File: src/rtl/ssc_consts.svh
// Widths, reset values and timing constants of the switching logic
`ifndef SSC_CONSTS_SVH
`define SSC_CONSTS_SVH
`define SSC_VAL_W 16
`define SSC_CNT_W 16
`define SSC_CLK_PERIOD_NS 10
`define SSC_BOOL_LAT_NS 2000000
`define SSC_SYNC_W 3
`define SSC_RST_SP1 16'h8000
`define SSC_RST_SP2 16'h4000
`define SSC_RST_CNT 16'h0000
`define SSC_RST_SEC_EN 1'b0
`define SSC_RST_SEC_IN 1'b1
`define SSC_RST_INVERT 1'b0
`endif

File: src/rtl/ssc_pkg.sv
// Types shared by the switching channel logic
`default_nettype none
`include "ssc_consts.svh"
package ssc_pkg;
  typedef enum logic [1:0] {
    CMP_SINGLE = 2'b00,
    CMP_WINDOW = 2'b01,
    CMP_HYST = 2'b10
  } cmp_mode_t;
  typedef enum logic [1:0] {
    SHOT_OFF = 2'b00,
    SHOT_UP = 2'b01,
    SHOT_DOWN = 2'b10
  } shot_mode_t;
  typedef enum logic [1:0] {
    BOOL_NONE = 2'b00,
    BOOL_AND = 2'b01,
    BOOL_OR = 2'b10
  } bool_mode_t;
  typedef enum logic {
    LINK_SIO = 1'b0,
    LINK_IOL = 1'b1
  } link_state_t;
  typedef struct packed {
    cmp_mode_t cmp_mode;
    logic invert;
    logic [`SSC_VAL_W-1:0] sp1;
    logic [`SSC_VAL_W-1:0] sp2;
    logic delay_en;
    logic [`SSC_CNT_W-1:0] delay_cyc;
    logic stretch_en;
    logic [`SSC_CNT_W-1:0] stretch_cyc;
    shot_mode_t shot;
    logic [`SSC_CNT_W-1:0] pulse_cyc;
  } chan_cfg_t;
  typedef struct packed {
    chan_cfg_t prim;
    chan_cfg_t sec;
    logic sec_en;
    logic sec_is_input;
    bool_mode_t bool_mode;
  } dev_cfg_t;
endpackage : ssc_pkg
`default_nettype wire

File: src/rtl/ssc_compare.sv
// Setpoint comparison of one switching channel
`default_nettype none
`include "ssc_consts.svh"
module ssc_compare import ssc_pkg::*; (
  // Clock and reset
  input wire logic clk_sys_i,
  input wire logic rst_i,
  // Value and configuration
  input wire logic [`SSC_VAL_W-1:0] val_i,
  input wire chan_cfg_t cfg_i,
  // Result
  output logic res_o
);
  logic res_ff;
  logic [`SSC_VAL_W-1:0] lo;
  logic [`SSC_VAL_W-1:0] hi;

  // Window bounds accept the setpoints in either order
  assign lo = (cfg_i.sp1 < cfg_i.sp2) ? cfg_i.sp1 : cfg_i.sp2;
  assign hi = (cfg_i.sp1 < cfg_i.sp2) ? cfg_i.sp2 : cfg_i.sp1;

  always_ff @(posedge clk_sys_i or posedge rst_i) begin
    if (rst_i) begin
      res_ff <= 1'b0;
    end else begin
      case (cfg_i.cmp_mode)
        CMP_SINGLE: res_ff <= (val_i >= cfg_i.sp1);
        CMP_WINDOW: res_ff <= (val_i >= lo) && (val_i <= hi);
        CMP_HYST: begin
          // Between the setpoints the last state is held
          if (val_i <= cfg_i.sp2) begin
            res_ff <= 1'b1;
          end else if (val_i >= cfg_i.sp1) begin
            res_ff <= 1'b0;
          end
        end
        default: res_ff <= 1'b0;
      endcase
    end
  end
  assign res_o = res_ff;
endmodule : ssc_compare
`default_nettype wire

File: src/rtl/ssc_shaper.sv
// Inversion, delay, stretch and one-shot shaping of one channel
`default_nettype none
`include "ssc_consts.svh"
module ssc_shaper import ssc_pkg::*; (
  // Clock and reset
  input wire logic clk_sys_i,
  input wire logic rst_i,
  // Comparison result and configuration
  input wire logic res_i,
  input wire chan_cfg_t cfg_i,
  // Shaped signal
  output logic sig_o
);
  logic raw;
  logic dly_ff;
  logic dly_prev_ff;
  logic [`SSC_CNT_W-1:0] dcnt_ff;
  logic [`SSC_CNT_W-1:0] hcnt_ff;
  logic out_ff;
  logic edge_up;
  logic edge_dn;
  logic trig;

  assign raw = res_i ^ cfg_i.invert;

  // A change must persist delay_cyc cycles before it passes
  always_ff @(posedge clk_sys_i or posedge rst_i) begin
    if (rst_i) begin
      dly_ff <= 1'b0;
      dcnt_ff <= `SSC_RST_CNT;
    end else if (!cfg_i.delay_en || raw == dly_ff) begin
      dly_ff <= raw;
      dcnt_ff <= `SSC_RST_CNT;
    end else if (({1'b0, dcnt_ff} + 17'h00001) >= {1'b0, cfg_i.delay_cyc})
    begin
      dly_ff <= raw;
      dcnt_ff <= `SSC_RST_CNT;
    end else begin
      dcnt_ff <= dcnt_ff + 16'h0001;
    end
  end

  assign edge_up = dly_ff && !dly_prev_ff;
  assign edge_dn = !dly_ff && dly_prev_ff;
  assign trig = (cfg_i.shot == SHOT_UP) ? edge_up : edge_dn;

  // Stretch follows delay, so both may be enabled together
  always_ff @(posedge clk_sys_i or posedge rst_i) begin
    if (rst_i) begin
      dly_prev_ff <= 1'b0;
      hcnt_ff <= `SSC_RST_CNT;
      out_ff <= 1'b0;
    end else begin
      dly_prev_ff <= dly_ff;
      if (cfg_i.shot != SHOT_OFF) begin
        if (trig) begin
          out_ff <= 1'b1;
          hcnt_ff <= (cfg_i.pulse_cyc == 16'h0000) ? 16'h0000 :
            cfg_i.pulse_cyc - 16'h0001;
        end else if (hcnt_ff != 16'h0000) begin
          hcnt_ff <= hcnt_ff - 16'h0001;
        end else begin
          out_ff <= 1'b0;
        end
      end else if (cfg_i.stretch_en) begin
        out_ff <= dly_ff || (hcnt_ff != 16'h0000);
        if (edge_up) begin
          hcnt_ff <= (cfg_i.stretch_cyc == 16'h0000) ? 16'h0000 :
            cfg_i.stretch_cyc - 16'h0001;
        end else if (hcnt_ff != 16'h0000) begin
          hcnt_ff <= hcnt_ff - 16'h0001;
        end
      end else begin
        out_ff <= dly_ff;
        hcnt_ff <= `SSC_RST_CNT;
      end
    end
  end
  assign sig_o = out_ff;
endmodule : ssc_shaper
`default_nettype wire

File: src/rtl/switching_signal_channel_logic.sv
// Top of the two-channel switching signal logic with mode and pin control
//
// Notes on behaviour
// - Primary channel starts in standard I/O mode.
// - Master wake-up pulse switches to IO-Link mode.
// - Default: one single-point channel on primary line.
// - Optional secondary channel, standard I/O, input or output.
// - Single-point high at setpoint, optionally inverted.
// - Window high between setpoints, low outside.
// - Hysteresis: set at second, clear at first.
// - Delay postpones every change; short changes suppressed.
// - Delay and stretch may run together.
// - Stretch holds each pulse a minimum time.
// - One-shot pulse on leading or trailing edge.
// - Boolean combine only with secondary as input.
// - AND: output high only when both active.
// - AND result appears after two milliseconds.
// - OR: high secondary input overrides result.
// - OR result likewise delayed two milliseconds.
// - Mode settings may change at run time.
`default_nettype none
`include "ssc_consts.svh"
module switching_signal_channel_logic import ssc_pkg::*; #(
  parameter int unsigned BOOL_LAT_CYC = `SSC_BOOL_LAT_NS / `SSC_CLK_PERIOD_NS
) (
  // Clock and reset
  input wire logic clk_sys_i,
  input wire logic rst_i,
  // Configuration from the link stack or teach logic
  input wire dev_cfg_t cfg_i,
  input wire logic cfg_load_i,
  // Measurement
  input wire logic [`SSC_VAL_W-1:0] meas_i,
  // Link stack side
  input wire logic wake_pulse_i,
  input wire logic link_fallback_i,
  input wire logic link_txd_i,
  input wire logic link_tx_en_i,
  output logic link_rxd_o,
  output logic io_link_mode_o,
  // Primary output line pin
  input wire logic primary_output_line_i,
  output logic primary_output_line_o,
  output logic primary_output_line_oe_n_o,
  // Secondary line pin
  input wire logic secondary_io_line_i,
  output logic secondary_io_line_o,
  output logic secondary_io_line_oe_n_o,
  // Status
  output logic prim_result_o,
  output logic sec_input_o
);
  localparam int LAT_W = $clog2(BOOL_LAT_CYC + 1);

  dev_cfg_t cfg_ff;
  link_state_t link_ff;
  link_state_t nxt_link;
  logic [`SSC_SYNC_W-1:0] sync1_ff;
  logic [`SSC_SYNC_W-1:0] sync2_ff;
  logic wake_prev_ff;
  logic wake_rise;
  logic prim_res;
  logic sec_res;
  logic prim_shaped;
  logic sec_shaped;
  logic sec_in;
  logic bool_active;
  logic comb_ff;
  logic lat_ff;
  logic [LAT_W-1:0] lat_cnt_ff;
  logic prim_sig;
  logic prim_o_ff;
  logic prim_oe_n_ff;
  logic sec_o_ff;
  logic sec_oe_n_ff;
  logic rxd_ff;
  logic res_out_ff;
  logic sec_out_ff;

  ////////////////////////////////////////////////////////////////////////
  // Configuration: defaults after reset, reloadable at any time
  always_ff @(posedge clk_sys_i or posedge rst_i) begin
    if (rst_i) begin
      cfg_ff <= '0;
      cfg_ff.prim.cmp_mode <= CMP_SINGLE;
      cfg_ff.prim.invert <= `SSC_RST_INVERT;
      cfg_ff.prim.sp1 <= `SSC_RST_SP1;
      cfg_ff.prim.sp2 <= `SSC_RST_SP2;
      cfg_ff.sec.sp1 <= `SSC_RST_SP1;
      cfg_ff.sec.sp2 <= `SSC_RST_SP2;
      cfg_ff.sec_en <= `SSC_RST_SEC_EN;
      cfg_ff.sec_is_input <= `SSC_RST_SEC_IN;
      cfg_ff.bool_mode <= BOOL_NONE;
    end else if (cfg_load_i) begin
      cfg_ff <= cfg_i;
    end
  end

  ////////////////////////////////////////////////////////////////////////
  // Pin synchronisers: wake, primary line, secondary line
  always_ff @(posedge clk_sys_i or posedge rst_i) begin
    if (rst_i) begin
      sync1_ff <= 3'h0;
      sync2_ff <= 3'h0;
      wake_prev_ff <= 1'b0;
    end else begin
      sync1_ff <= {secondary_io_line_i, primary_output_line_i, wake_pulse_i};
      sync2_ff <= sync1_ff;
      wake_prev_ff <= sync2_ff[0];
    end
  end
  assign wake_rise = sync2_ff[0] && !wake_prev_ff;
  assign sec_in = sync2_ff[2];

  ////////////////////////////////////////////////////////////////////////
  // Line mode: standard I/O until a wake-up, back on a fallback
  always_comb begin
    case (link_ff)
      LINK_SIO: nxt_link = wake_rise ? LINK_IOL : LINK_SIO;
      LINK_IOL: nxt_link = link_fallback_i ? LINK_SIO : LINK_IOL;
      default: nxt_link = LINK_SIO;
    endcase
  end

  always_ff @(posedge clk_sys_i or posedge rst_i) begin
    if (rst_i) begin
      link_ff <= LINK_SIO;
    end else begin
      link_ff <= nxt_link;
    end
  end

  ////////////////////////////////////////////////////////////////////////
  // Both channels: comparison, then shaping
  ssc_compare u_prim_cmp (
    .clk_sys_i (clk_sys_i),
    .rst_i (rst_i),
    .val_i (meas_i),
    .cfg_i (cfg_ff.prim),
    .res_o (prim_res)
  );

  ssc_shaper u_prim_shape (
    .clk_sys_i (clk_sys_i),
    .rst_i (rst_i),
    .res_i (prim_res),
    .cfg_i (cfg_ff.prim),
    .sig_o (prim_shaped)
  );

  ssc_compare u_sec_cmp (
    .clk_sys_i (clk_sys_i),
    .rst_i (rst_i),
    .val_i (meas_i),
    .cfg_i (cfg_ff.sec),
    .res_o (sec_res)
  );

  ssc_shaper u_sec_shape (
    .clk_sys_i (clk_sys_i),
    .rst_i (rst_i),
    .res_i (sec_res),
    .cfg_i (cfg_ff.sec),
    .sig_o (sec_shaped)
  );

  ////////////////////////////////////////////////////////////////////////
  // Boolean stage, last in the chain
  assign bool_active = cfg_ff.sec_en && cfg_ff.sec_is_input &&
    (cfg_ff.bool_mode != BOOL_NONE);

  always_ff @(posedge clk_sys_i or posedge rst_i) begin
    if (rst_i) begin
      comb_ff <= 1'b0;
    end else if (cfg_ff.bool_mode == BOOL_AND) begin
      comb_ff <= prim_shaped && sec_in;
    end else begin
      comb_ff <= prim_shaped || sec_in;
    end
  end

  // Latency acts as a settle filter: a level must hold the full two
  // milliseconds to appear, so glitches shorter than that are lost.
  always_ff @(posedge clk_sys_i or posedge rst_i) begin
    if (rst_i) begin
      lat_ff <= 1'b0;
      lat_cnt_ff <= '0;
    end else if (comb_ff == lat_ff) begin
      lat_cnt_ff <= '0;
    end else if (32'(lat_cnt_ff) + 32'd1 >= BOOL_LAT_CYC) begin
      lat_ff <= comb_ff;
      lat_cnt_ff <= '0;
    end else begin
      lat_cnt_ff <= lat_cnt_ff + 1'b1;
    end
  end

  assign prim_sig = bool_active ? lat_ff : prim_shaped;

  ////////////////////////////////////////////////////////////////////////
  // Pin drivers; in IO-Link mode the link stack owns the primary line
  always_ff @(posedge clk_sys_i or posedge rst_i) begin
    if (rst_i) begin
      prim_o_ff <= 1'b0;
      prim_oe_n_ff <= 1'b0;
    end else if (link_ff == LINK_SIO) begin
      prim_o_ff <= prim_sig;
      prim_oe_n_ff <= 1'b0;
    end else begin
      prim_o_ff <= link_txd_i;
      prim_oe_n_ff <= !link_tx_en_i;
    end
  end

  // The secondary line never carries IO-Link traffic
  always_ff @(posedge clk_sys_i or posedge rst_i) begin
    if (rst_i) begin
      sec_o_ff <= 1'b0;
      sec_oe_n_ff <= 1'b1;
    end else if (cfg_ff.sec_en && !cfg_ff.sec_is_input) begin
      sec_o_ff <= sec_shaped;
      sec_oe_n_ff <= 1'b0;
    end else begin
      sec_o_ff <= 1'b0;
      sec_oe_n_ff <= 1'b1;
    end
  end

  always_ff @(posedge clk_sys_i or posedge rst_i) begin
    if (rst_i) begin
      rxd_ff <= 1'b0;
      res_out_ff <= 1'b0;
      sec_out_ff <= 1'b0;
    end else begin
      rxd_ff <= sync2_ff[1];
      res_out_ff <= prim_sig;
      sec_out_ff <= cfg_ff.sec_en && cfg_ff.sec_is_input && sec_in;
    end
  end

  assign link_rxd_o = rxd_ff;
  assign io_link_mode_o = (link_ff == LINK_IOL);
  assign primary_output_line_o = prim_o_ff;
  assign primary_output_line_oe_n_o = prim_oe_n_ff;
  assign secondary_io_line_o = sec_o_ff;
  assign secondary_io_line_oe_n_o = sec_oe_n_ff;
  assign prim_result_o = res_out_ff;
  assign sec_input_o = sec_out_ff;
endmodule : switching_signal_channel_logic
`default_nettype wire

File: config.mk
export PLATFORM = sky130hd
export DESIGN_NAME = switching_signal_channel_logic
export DESIGN_NICKNAME = d
export VERILOG_FILES = /design/src/rtl/ssc_pkg.sv /design/src/rtl/ssc_compare.sv /design/src/rtl/ssc_shaper.sv /design/src/rtl/switching_signal_channel_logic.sv
export VERILOG_INCLUDE_DIRS = /design/src /design/src/rtl
export SDC_FILE = /design/constraint.sdc
export NUM_CORES = 1
export LEC_CHECK = 0
export BUFFER_PORTS_ARGS = -buffer_cell sky130_fd_sc_hd__buf_2
export CORE_UTILIZATION = 60
export CTS_CLUSTER_SIZE = 20
export DETAILED_ROUTE_END_ITERATION = 7
export GPL_ROUTABILITY_DRIVEN = 0
export PLACE_DENSITY_LB_ADDON = 0.25
export SLEW_MARGIN = 25
export SYNTH_ARGS = -nofsm -noshare
export SYNTH_HDL_FRONTEND = slang
export SYNTH_SLANG_ARGS = --single-unit
File: constraint.sdc
create_clock -name clk_sys_i -period 12.75 [get_ports clk_sys_i]
set_input_delay 2.55 -clock clk_sys_i [delete_from_list [all_inputs] [get_ports clk_sys_i]]
set_output_delay 2.55 -clock clk_sys_i [all_outputs]
set_load 0.01 [all_outputs]
==> flow_summary_export.csv, run 1 <==
group,metric,value,unit
sta,setup_tns,0,ns
floorplan,io_pins,211,
critical_path,cpPeakStageDelay,0.54,ns
synth,synth_top_area_share,38.5,%
cts,numCtsBuffers,31,
layout,stdcell_count,2475,
layout,area_growth,14.3,%
global_routing,grt_max_degree,143,
synth,ys_types,73,
critical_path,worst_r2r_path_depth,15,
placement,place_ws,8.06,ns
critical_path,crit_family,"compound AO/OA/AOI/OAI gates",
cts,ctsHoldBuffers,0,
synth,synth_area_leaders,"dfrtp_1 38%, ha_1 14%, mux2_2 5.4%, nand2_1 4.2%, o21ai_0 3.8%",
synth,synth_ff_type,"dfrtp_1",
sta,rsz0062_at_grt,"no",
layout,fillers,2268,
synth,seq_area_frac_synth,39.4,%
sta,finalSetupViolCount,0,
sta,hold_viol,0,
route,vias,14600,
critical_path,regToRegEndpoint,"u_sec_cmp.res_o$_DFFE_PP0P_",
sta,period_share,33.1,%
critical_path,path_class,"reg2reg",
pwr,ir_drop,0.000111,V
critical_path,r2r_start,"cfg_ff[70]$_DFFE_PP1P_",
cts,clk_latency,0.57,ns
worst_hold_path,min_to,"sync2_ff[1]$_DFF_PP0_",
synth,netlist_top_cells_count,"279 x dfrtp_1, 203 x ha_1, 201 x nand2_1, 139 x o21ai_0, 118 x inv_1",
synth,synth_top_area_cell,"dfrtp_1",
cts,post_cts_buffers,0,
critical_path,worstPathArrival,4.64,ns
floorplan,core,29700,µm²
sta,max_slew_margin,40.1,%
layout,fin_area,20700,µm²
layout,seq_area,7140,µm²
cts,cts_buffer_depth,3,
synth,synth_edf_count,0,
sta,slew_viol_final,0,
floorplan,die_y,176,µm
critical_path,path_common_cell,"ha_1",
critical_path,startpoint_type,"flip-flop",
placement,place_area,19600,µm²
synth,synthCells,1857,
floorplan,row_count,63,
global_routing,grt_pass1_vias,14800,
route,final_antenna_net_count,0,
floorplan,die_w,176,µm
critical_path,cp.required,13.18,ns
sta,worstMarginPinSlew,0.899,ns
floorplan,die_area,30900,µm²
global_routing,grt_pass1_wl,72900,µm
route,wl_per_cell,17.6,µm
synth,async_flop_share,100,%
cts,cts_max_level,1,
critical_path,endpoint_kind,"flip-flop",
global_routing,gr-total-overflow,0,
worst_hold_path,hold_start,"sync1_ff[1]$_DFF_PP0_",
sta,holdWs,0.344,ns
synth,ys_warn_count,0,
worst_hold_path,hold_depth,0,
job,maxCapViolCount,0,
route,detail_route.iter0.violations,953,
sta,period_needed,4.21,ns
layout,multi_input_area,10400,µm²
cts,clk_pin_slew,0.06,ns
layout,final_core_util,69.8,%
critical_path,rrSetupSlack,8.54,ns
global_routing,antenna_found_initial,6,
synth,postSynthAreaPerCell,9.77,µm²
route,wl,43700,µm
run_status,status,"finished, final reports clean",
route,first_pass_iters,5,
synth,yosysMostFrequentCell,"dfrtp_1",
cts,clockRootBuffer,"clkbuf_16",
pwr,power.leakage,9.87,nW
synth,syn_nets,2263,
route,drc,0,
placement,dpl.hpwl,32500,µm
synth,ys_seq_elements,285,
sta,fmax,237,MHz
pwr,powerDensity,144,nW/µm²
pwr,power,3.00,mW
critical_path,crit_path_top_delay_cell,"dfstp_2",
sta,clock_skew,0.00916,ns
placement,dp_cells,2411,
cts,ctsResizeCount,0,
sta,layout_setup_ws,8.54,ns
cts,cts_num_sinks,285,
floorplan,initial_utilization,61.0,%
global_routing,grt.total_usage,29.0,%
cts,cts_tree,"done",
critical_path,worstPathCellList,"inv_1 -> ha_1 -> nand2_1 -> or3_1 -> o221ai_4 -> buf_4 -> mux2_2 -> ha_1 -> nand2b_1 -> a21o_1 -> a211oi_1 -> nor4_1 -> o31a_1 -> o22ai_1 -> o311ai_0",
critical_path,critPathBufInv,2,
layout,final_net_count,2460,
critical_path,cp_max_fo,32,
placement,port_buffers,210,
synth,synth_area,18100,µm²
route,via_per_inst,5.90,
layout,drive_above_1_share,18.3,%
worst_hold_path,hp-class,"reg2reg",
-- worst max path at each step --
| stage | start | end | depth (start not counted) |
|---|---|---|---|
| after floorplan | rst_i | cfg_ff[0]$_DFFE_PP0P_ | 1 |
| after global placement | meas_i[13] | u_prim_cmp.res_o$_DFFE_PP0P_ | 8 |
| after detailed placement | meas_i[0] | u_prim_cmp.res_o$_DFFE_PP0P_ | 10 |
| after CTS | cfg_ff[157]$_DFFE_PP1P_ | u_prim_cmp.res_o$_DFFE_PP0P_ | 14 |
| after global routing | cfg_ff[157]$_DFFE_PP1P_ | u_prim_cmp.res_o$_DFFE_PP0P_ | 14 |
| final | cfg_ff[70]$_DFFE_PP1P_ | u_sec_cmp.res_o$_DFFE_PP0P_ | 15 |
-- layout by cell type (no fill, tap or decap), types with 6 or more instances in the layout --
cell type / n
clkbuf_8: 6
o21a_1: 6
a21o_1: 48
mux2_2: 87
a211o_1: 7
diode_2: 7
xnor2_1: 71
ha_1: 203
dfrtp_1: 279
dfstp_2: 6
nand2_1: 201
or3_1: 6
nor4_1: 18
nor3_1: 51
nor2b_1: 36
a211oi_1: 15
nor2_1: 85
a22oi_1: 7
nand4_1: 40
nand3_1: 35
inv_1: 117
o211ai_1: 12
xor2_1: 49
a21oi_1: 71
or4_1: 9
and4_1: 6
o221ai_1: 15
clkbuf_16: 31
mux2i_1: 66
nand2b_1: 17
nor3b_1: 6
buf_2: 209
and3_1: 12
bufinv_16: 7
o22ai_1: 8
buf_4: 6
o21ai_0: 139
-- cell families (layout without fill, tap and decap cells) --
kind of cell / count (synthesis) / in the layout / synth area share [%]
other cells: 0 / 7 / 0
mux: 154 / 154 / 9.17
xor+xnor: 120 / 120 / 5.79
compound gates: 375 / 375 / 13.1
flops: 285 / 285 / 39.4
buf+inv: 171 / 392 / 3.59
fa+ha+maj: 204 / 204 / 14.1
simple gates: 548 / 548 / 15.0
-- layout make-up --
class	count	share of cell area, %
repair buffers	217	5.38
clock inverters	16	1.31
diodes	7	0.0845
multi-input cells	1401	50.1
clock buffers	41	4.16
flip-flops and latches	285	34.4
well taps	390	2.35
inverters	118	2.20
-- layer usage --
| layer | vias up | GRT usage, % | wire length [µm] |
|---|---|---|---|
| met4 | 0 | 11.3 | 1490 |
| li1 | 7068 | - | - |
| met2 | 455 | 46.6 | 20000 |
| met3 | 102 | 4.63 | 2640 |
| met5 | - | 0 | 0 |
| met1 | 6986 | 39.1 | 19500 |
-- state kept, by name (all words and copies together) (netlist names), 3 cells and up --
register / count
u_sec_shape.dcnt_ff: 16
sync1_ff: 3
cfg_ff: 178
lat_cnt_ff: 18
u_prim_shape.dcnt_ff: 16
u_sec_shape.hcnt_ff: 16
u_prim_shape.hcnt_ff: 16
sync2_ff: 3
-- report_power, final --
part / internal, mW / switching (mW)
combinational: 0.371 / 0.466
clock: 0.616 / 0.377
sequential: 1.03 / 0.132
No activity file was read; power rests on OpenSTA's default activity.
==> run 2: changes to the inputs <==
Clock period 12.75 ns to 4.11 ns, I/O delays scaled along.
==> flow_summary_export.csv, run 2 (synthesis results as in run 1) <==
group,metric,value,unit
sta,holdWs,0.346,ns
placement,dpl.hpwl,33500,µm
route,wl_per_cell,18.1,µm
global_routing,grt_pass1_wl,73600,µm
sta,layout_setup_ws,0.126,ns
critical_path,r2r_start,"cfg_ff[148]$_DFFE_PP0P_",
placement,port_buffers,210,
critical_path,endpoint_kind,"flip-flop",
placement,place_ws,0.167,ns
global_routing,antenna_found_initial,5,
cts,clk_latency,0.51,ns
layout,area_growth,15.1,%
floorplan,die_y,176,µm
sta,worstMarginPinSlew,0.871,ns
layout,final_net_count,2478,
global_routing,grt.total_usage,29.5,%
cts,cts_buffer_depth,3,
cts,cts_num_sinks,285,
route,vias,14800,
critical_path,startpoint,"cfg_ff[148]$_DFFE_PP0P_",
layout,layout_common_cells,"279 x dfrtp_1, 209 x buf_2, 203 x ha_1",
critical_path,cp.required,4.52,ns
sta,period_needed,3.98,ns
critical_path,worstPathArrival,4.39,ns
cts,clk_pin_slew,0.06,ns
floorplan,core,29700,µm²
floorplan,die_area,30900,µm²
cts,clockRootBuffer,"clkbuf_16",
sta,clock_skew,0.0228,ns
sta,period_share,96.9,%
route,first_pass_iters,5,
critical_path,crit_path_top_delay_cell,"or4b_2",
floorplan,die_w,176,µm
global_routing,gr-total-overflow,0,
layout,final_common_cell,"dfrtp_1",
pwr,power,9.25,mW
sta,rsz0062_at_grt,"no",
run_status,status,"finished, final reports clean",
critical_path,startpoint_type,"flip-flop",
pwr,power.leakage,9.95,nW
layout,largest_register,"cfg_ff",
layout,final_core_util,70.3,%
pwr,ir_drop,0.000325,V
layout,drive_above_1_share,18.7,%
critical_path,path_class,"reg2reg",
cts,numCtsBuffers,34,
critical_path,critPathBufInv,2,
layout,stdcell_count,2487,
layout,largestRegisters,"cfg_ff: 178 flops, lat_cnt_ff: 18 flops",
floorplan,initial_utilization,61.0,%
route,drc,0,
worst_hold_path,hold_depth,0,
sta,hold_viol,0,
floorplan,row_count,63,
global_routing,grt_max_degree,109,
placement,dp_cells,2421,
critical_path,worstPathCellList,"inv_1 -> ha_1 -> a21o_1 -> a21o_1 -> a21oi_1 -> o31a_1 -> o221ai_4 -> buf_12 -> mux2i_1 -> ha_1 -> a21o_1 -> a21o_1 -> a211oi_2 -> a21oi_1 -> or4b_2 -> o211ai_1",
route,wl,45000,µm
worst_hold_path,hp-class,"reg2reg",
route,detail_route.iter0.violations,907,
worst_hold_path,hold_start,"sync2_ff[1]$_DFF_PP0_",
cts,ctsHoldBuffers,0,
critical_path,cp_max_fo,16,
critical_path,worst_r2r_path_depth,16,
critical_path,crit_family,"compound AO/OA/AOI/OAI gates",
critical_path,path_common_cell,"a21o_1",
global_routing,grt_pass1_vias,14800,
sta,fmax,251,MHz
sta,slew_viol_final,0,
sta,max_slew_margin,41.8,%
route,final_antenna_net_count,0,
floorplan,io_pins,211,
job,maxCapViolCount,0,
cts,cts_max_level,2,
pwr,powerDensity,443,nW/µm²
route,via_per_inst,5.95,
layout,largest_reg_flops,178,
sta,finalSetupViolCount,0,
critical_path,crit_cells,16,
cts,cts_tree,"done",
critical_path,cpPeakStageDelay,0.66,ns
run 2: cell types whose count changed in the layout (fill, tap and decap cells not counted), moves of 2 or more:
cell,change
buf_12,+8
diode_2,-5
bufinv_16,-5
clkbuf_16,+4
buf_4,+8
clkinv_4,-2
clkbuf_1,+7
run 2: area by class of cell:
cell class	instances	area, µm²
antenna	2	5.00
clock buffer	53	1000
clock inverter	6	83.8
fill	2275	8830
inverter	118	447
multi-input combinational	1401	10400
sequential	285	7140
tap	390	488
timing repair buffer	232	1330
run 2: metrics by stage:
stage / setup TNS, ns / area, µm²
final: 0 / 20900
after global routing: 0 / 20900
after CTS: 0 / 20800
after detailed placement: 0 / 19700
after global placement: 0 / 19700
after floorplan: -135.13 / 18100
run 2: power by group:
part	switching, mW	internal, mW	leakage, nW
clock	1.16	1.80	0.533
combinational	1.46	1.20	5.91
sequential	0.418	3.21	3.51
run 2: timing repair:
item,in CTS,in global routing
hold endpoints to repair,0,0
gates resized for setup,0,2
setup buffers,0,5
setup endpoints to repair,0,1
run 2: worst reg2reg max path, stage by stage, from the launching register on:
cell and delay, ns:
dfrtp_1 0.37, inv_1 0.09, ha_1 0.33, a21o_1 0.19, a21o_1 0.20, a21oi_1 0.15, o31a_1 0.25, o221ai_4 0.17
buf_12 0.20, mux2i_1 0.13, ha_1 0.31, a21o_1 0.19, a21o_1 0.18, a211oi_2 0.25, a21oi_1 0.10, or4b_2 0.66
o211ai_1 0.12
run 2: worst paths after layout:
kind                                                 to  slack (ns)
max                        u_prim_cmp.res_o$_DFFE_PP0P_        0.13
min reg2reg                        link_rxd_o$_DFF_PP0_        0.35
max reg2reg                u_prim_cmp.res_o$_DFFE_PP0P_        0.13
min in group asynchronous         cfg_ff[4]$_DFFE_PP0P_        0.50
min                                link_rxd_o$_DFF_PP0_        0.35
max in group asynchronous       cfg_ff[134]$_DFFE_PP0P_        2.64
run 2: metal layers:
layer	GRT usage (%)	up-vias	part of all wire [%]
met5	0	-	0
met1	39.5	7157	44
li1	-	7098	-
met4	9.57	0	3.1
met2	49.1	436	47
met3	4.44	105	5.6
==> run 3: changes to the inputs <==
Settings changed: CORE_MARGIN set to 4, SETUP_SLACK_MARGIN set to 0.15.
==> flow_summary_export.csv, run 3 (synthesis results as in run 1) <==
group,metric,value,unit
worst_hold_path,hp-class,"reg2reg",
floorplan,die_y,182,µm
critical_path,r2r_start,"cfg_ff[152]$_DFFE_PP0P_",
cts,cts_max_level,2,
critical_path,path_common_cell,"a21o_1",
critical_path,cp_max_fo,8,
layout,largest_register,"cfg_ff",
route,vias,14900,
global_routing,grt_pass1_wl,73400,µm
pwr,power,9.28,mW
sta,holdWs,0.347,ns
cts,clk_latency,0.51,ns
route,drc,0,
sta,layout_setup_ws,0.233,ns
layout,final_net_count,2480,
route,detail_route.iter0.violations,905,
floorplan,core,29700,µm²
route,final_antenna_net_count,0,
sta,max_slew_margin,43.8,%
layout,largestRegisters,"cfg_ff: 178 flops, lat_cnt_ff: 18 flops",
critical_path,worstPathCellList,"inv_1 -> ha_1 -> a21o_1 -> a21oi_1 -> o21ai_0 -> a21oi_2 -> o221ai_4 -> buf_6 -> mux2i_1 -> ha_1 -> a21o_1 -> a21o_1 -> a211oi_2 -> a21oi_1 -> or4b_2 -> o211ai_1",
global_routing,grt_pass1_vias,15000,
layout,layout_common_cells,"279 x dfrtp_1, 209 x buf_2, 201 x ha_1",
pwr,powerDensity,443,nW/µm²
sta,fmax,258,MHz
worst_hold_path,hold_start,"sync1_ff[1]$_DFF_PP0_",
critical_path,worstPathArrival,4.29,ns
sta,setup_tns,0,ns
cts,numCtsBuffers,34,
sta,period_needed,3.88,ns
floorplan,row_count,63,
route,via_per_inst,5.99,
floorplan,io_pins,211,
cts,cts_num_sinks,285,
floorplan,die_w,182,µm
sta,hold_viol,0,
job,maxCapViolCount,0,
floorplan,initial_utilization,61.0,%
global_routing,grt.total_usage,26.5,%
global_routing,antenna_found_initial,3,
layout,largest_reg_flops,178,
cts,clockRootBuffer,"clkbuf_16",
critical_path,startpoint,"cfg_ff[152]$_DFFE_PP0P_",
placement,place_ws,0.210,ns
sta,rsz0062_at_grt,"yes",
layout,drive_above_1_share,19.3,%
critical_path,path_class,"reg2reg",
sta,worstMarginPinSlew,0.841,ns
sta,period_share,94.3,%
pwr,power.leakage,9.98,nW
critical_path,crit_path_top_delay_cell,"or4b_2",
placement,dpl.hpwl,33500,µm
critical_path,cp.required,4.52,ns
sta,clock_skew,0.0177,ns
cts,cts_tree,"done",
run_status,status,"finished, final reports clean",
layout,n_antenna_cell,0,
global_routing,gr-total-overflow,0,
cts,cts_buffer_depth,3,
route,wl_per_cell,18.1,µm
critical_path,endpoint_kind,"flip-flop",
route,first_pass_iters,7,
layout,final_common_cell,"dfrtp_1",
layout,area_growth,15.6,%
sta,finalSetupViolCount,0,
cts,clk_pin_slew,0.06,ns
pwr,ir_drop,0.000342,V
sta,slew_viol_final,0,
critical_path,startpoint_type,"flip-flop",
critical_path,cpPeakStageDelay,0.63,ns
route,wl,45100,µm
floorplan,die_area,33100,µm²
placement,port_buffers,210,
global_routing,grt_max_degree,115,
==> run 3: changes by cell type in the layout (fill, tap and decap cells not counted), sizes merged <==
cell / previous run / this run
clkinvlp: 1 / 2
clkinv: 3 / 4
clkbuf: 54 / 55
diode: 2 / 0
==> run 3: per-layer routing <==
| metal | global-route usage (%) | vias to the layer above | share of wire, % |
|---|---|---|---|
| met3 | 4.39 | 125 | 6.5 |
| met2 | 44.4 | 520 | 48 |
| met5 | 0 | - | 0.089 |
| met1 | 35.6 | 7120 | 42 |
| li1 | - | 7120 | - |
| met4 | 7.96 | 6 | 3.2 |
==> run 3: stage by stage <==
stage / instance area, µm² / instances / util (%)
floorplan: 18100 / 1857 / -
global placement: 19700 / 2416 / 66.2
detailed placement: 19700 / 2416 / 66.2
CTS: 20800 / 2476 / 69.9
global route: 21000 / 2488 / 70.6
finish: 21000 / 2488 / 70.6
==> run 3: power breakdown <==
part | total [mW] | internal (mW) | switching [mW]
Combinational | 2.70 | 1.23 | 1.47
Clock | 2.96 | 1.80 | 1.16
Sequential | 3.62 | 3.21 | 0.419
==> run 3: worst max-delay path: cells and delay by family (launching register included) <==
family,cells,cell delay [ns]
multiplexers,1,0.21
AND/OR/NAND/NOR,1,0.63
buffers and inverters,2,0.29
adder cells (fa/ha/maj),2,0.58
flip-flops,1,0.37
AO/OA/AOI/OAI,10,1.72
==> run 3: cell type report <==
type                       count  area, µm²
timing repair buffer         234       1370
tap                          390        488
sequential                   285       7140
multi-input combinational   1401      10400
clock buffer                  52       1000
fill                        2239       8750
inverter                     118        447
clock inverter                 8       96.3
==> run 3: worst paths after layout <==
kind / endpoint / slack, ns / cells past startpoint
setup / recovery: u_prim_cmp.res_o$_DFFE_PP0P_ / 0.23 / 16
max in group asynchronous: cfg_ff[114]$_DFFE_PP0P_ / 2.61 / 3
hold / removal: sync2_ff[1]$_DFF_PP0_ / 0.35 / 0
min in group asynchronous: cfg_ff[155]$_DFFE_PP0P_ / 0.49 / 2
hold reg to reg: sync2_ff[1]$_DFF_PP0_ / 0.35 / 0
setup reg to reg: u_prim_cmp.res_o$_DFFE_PP0P_ / 0.23 / 16
==> run 3: what timing repair did <==
action | in CTS | in global routing
resized for setup | 0 | 16
hold buffers | 0 | 0
buffers inserted | 0 | 10
setup endpoints to repair | 0 | 2
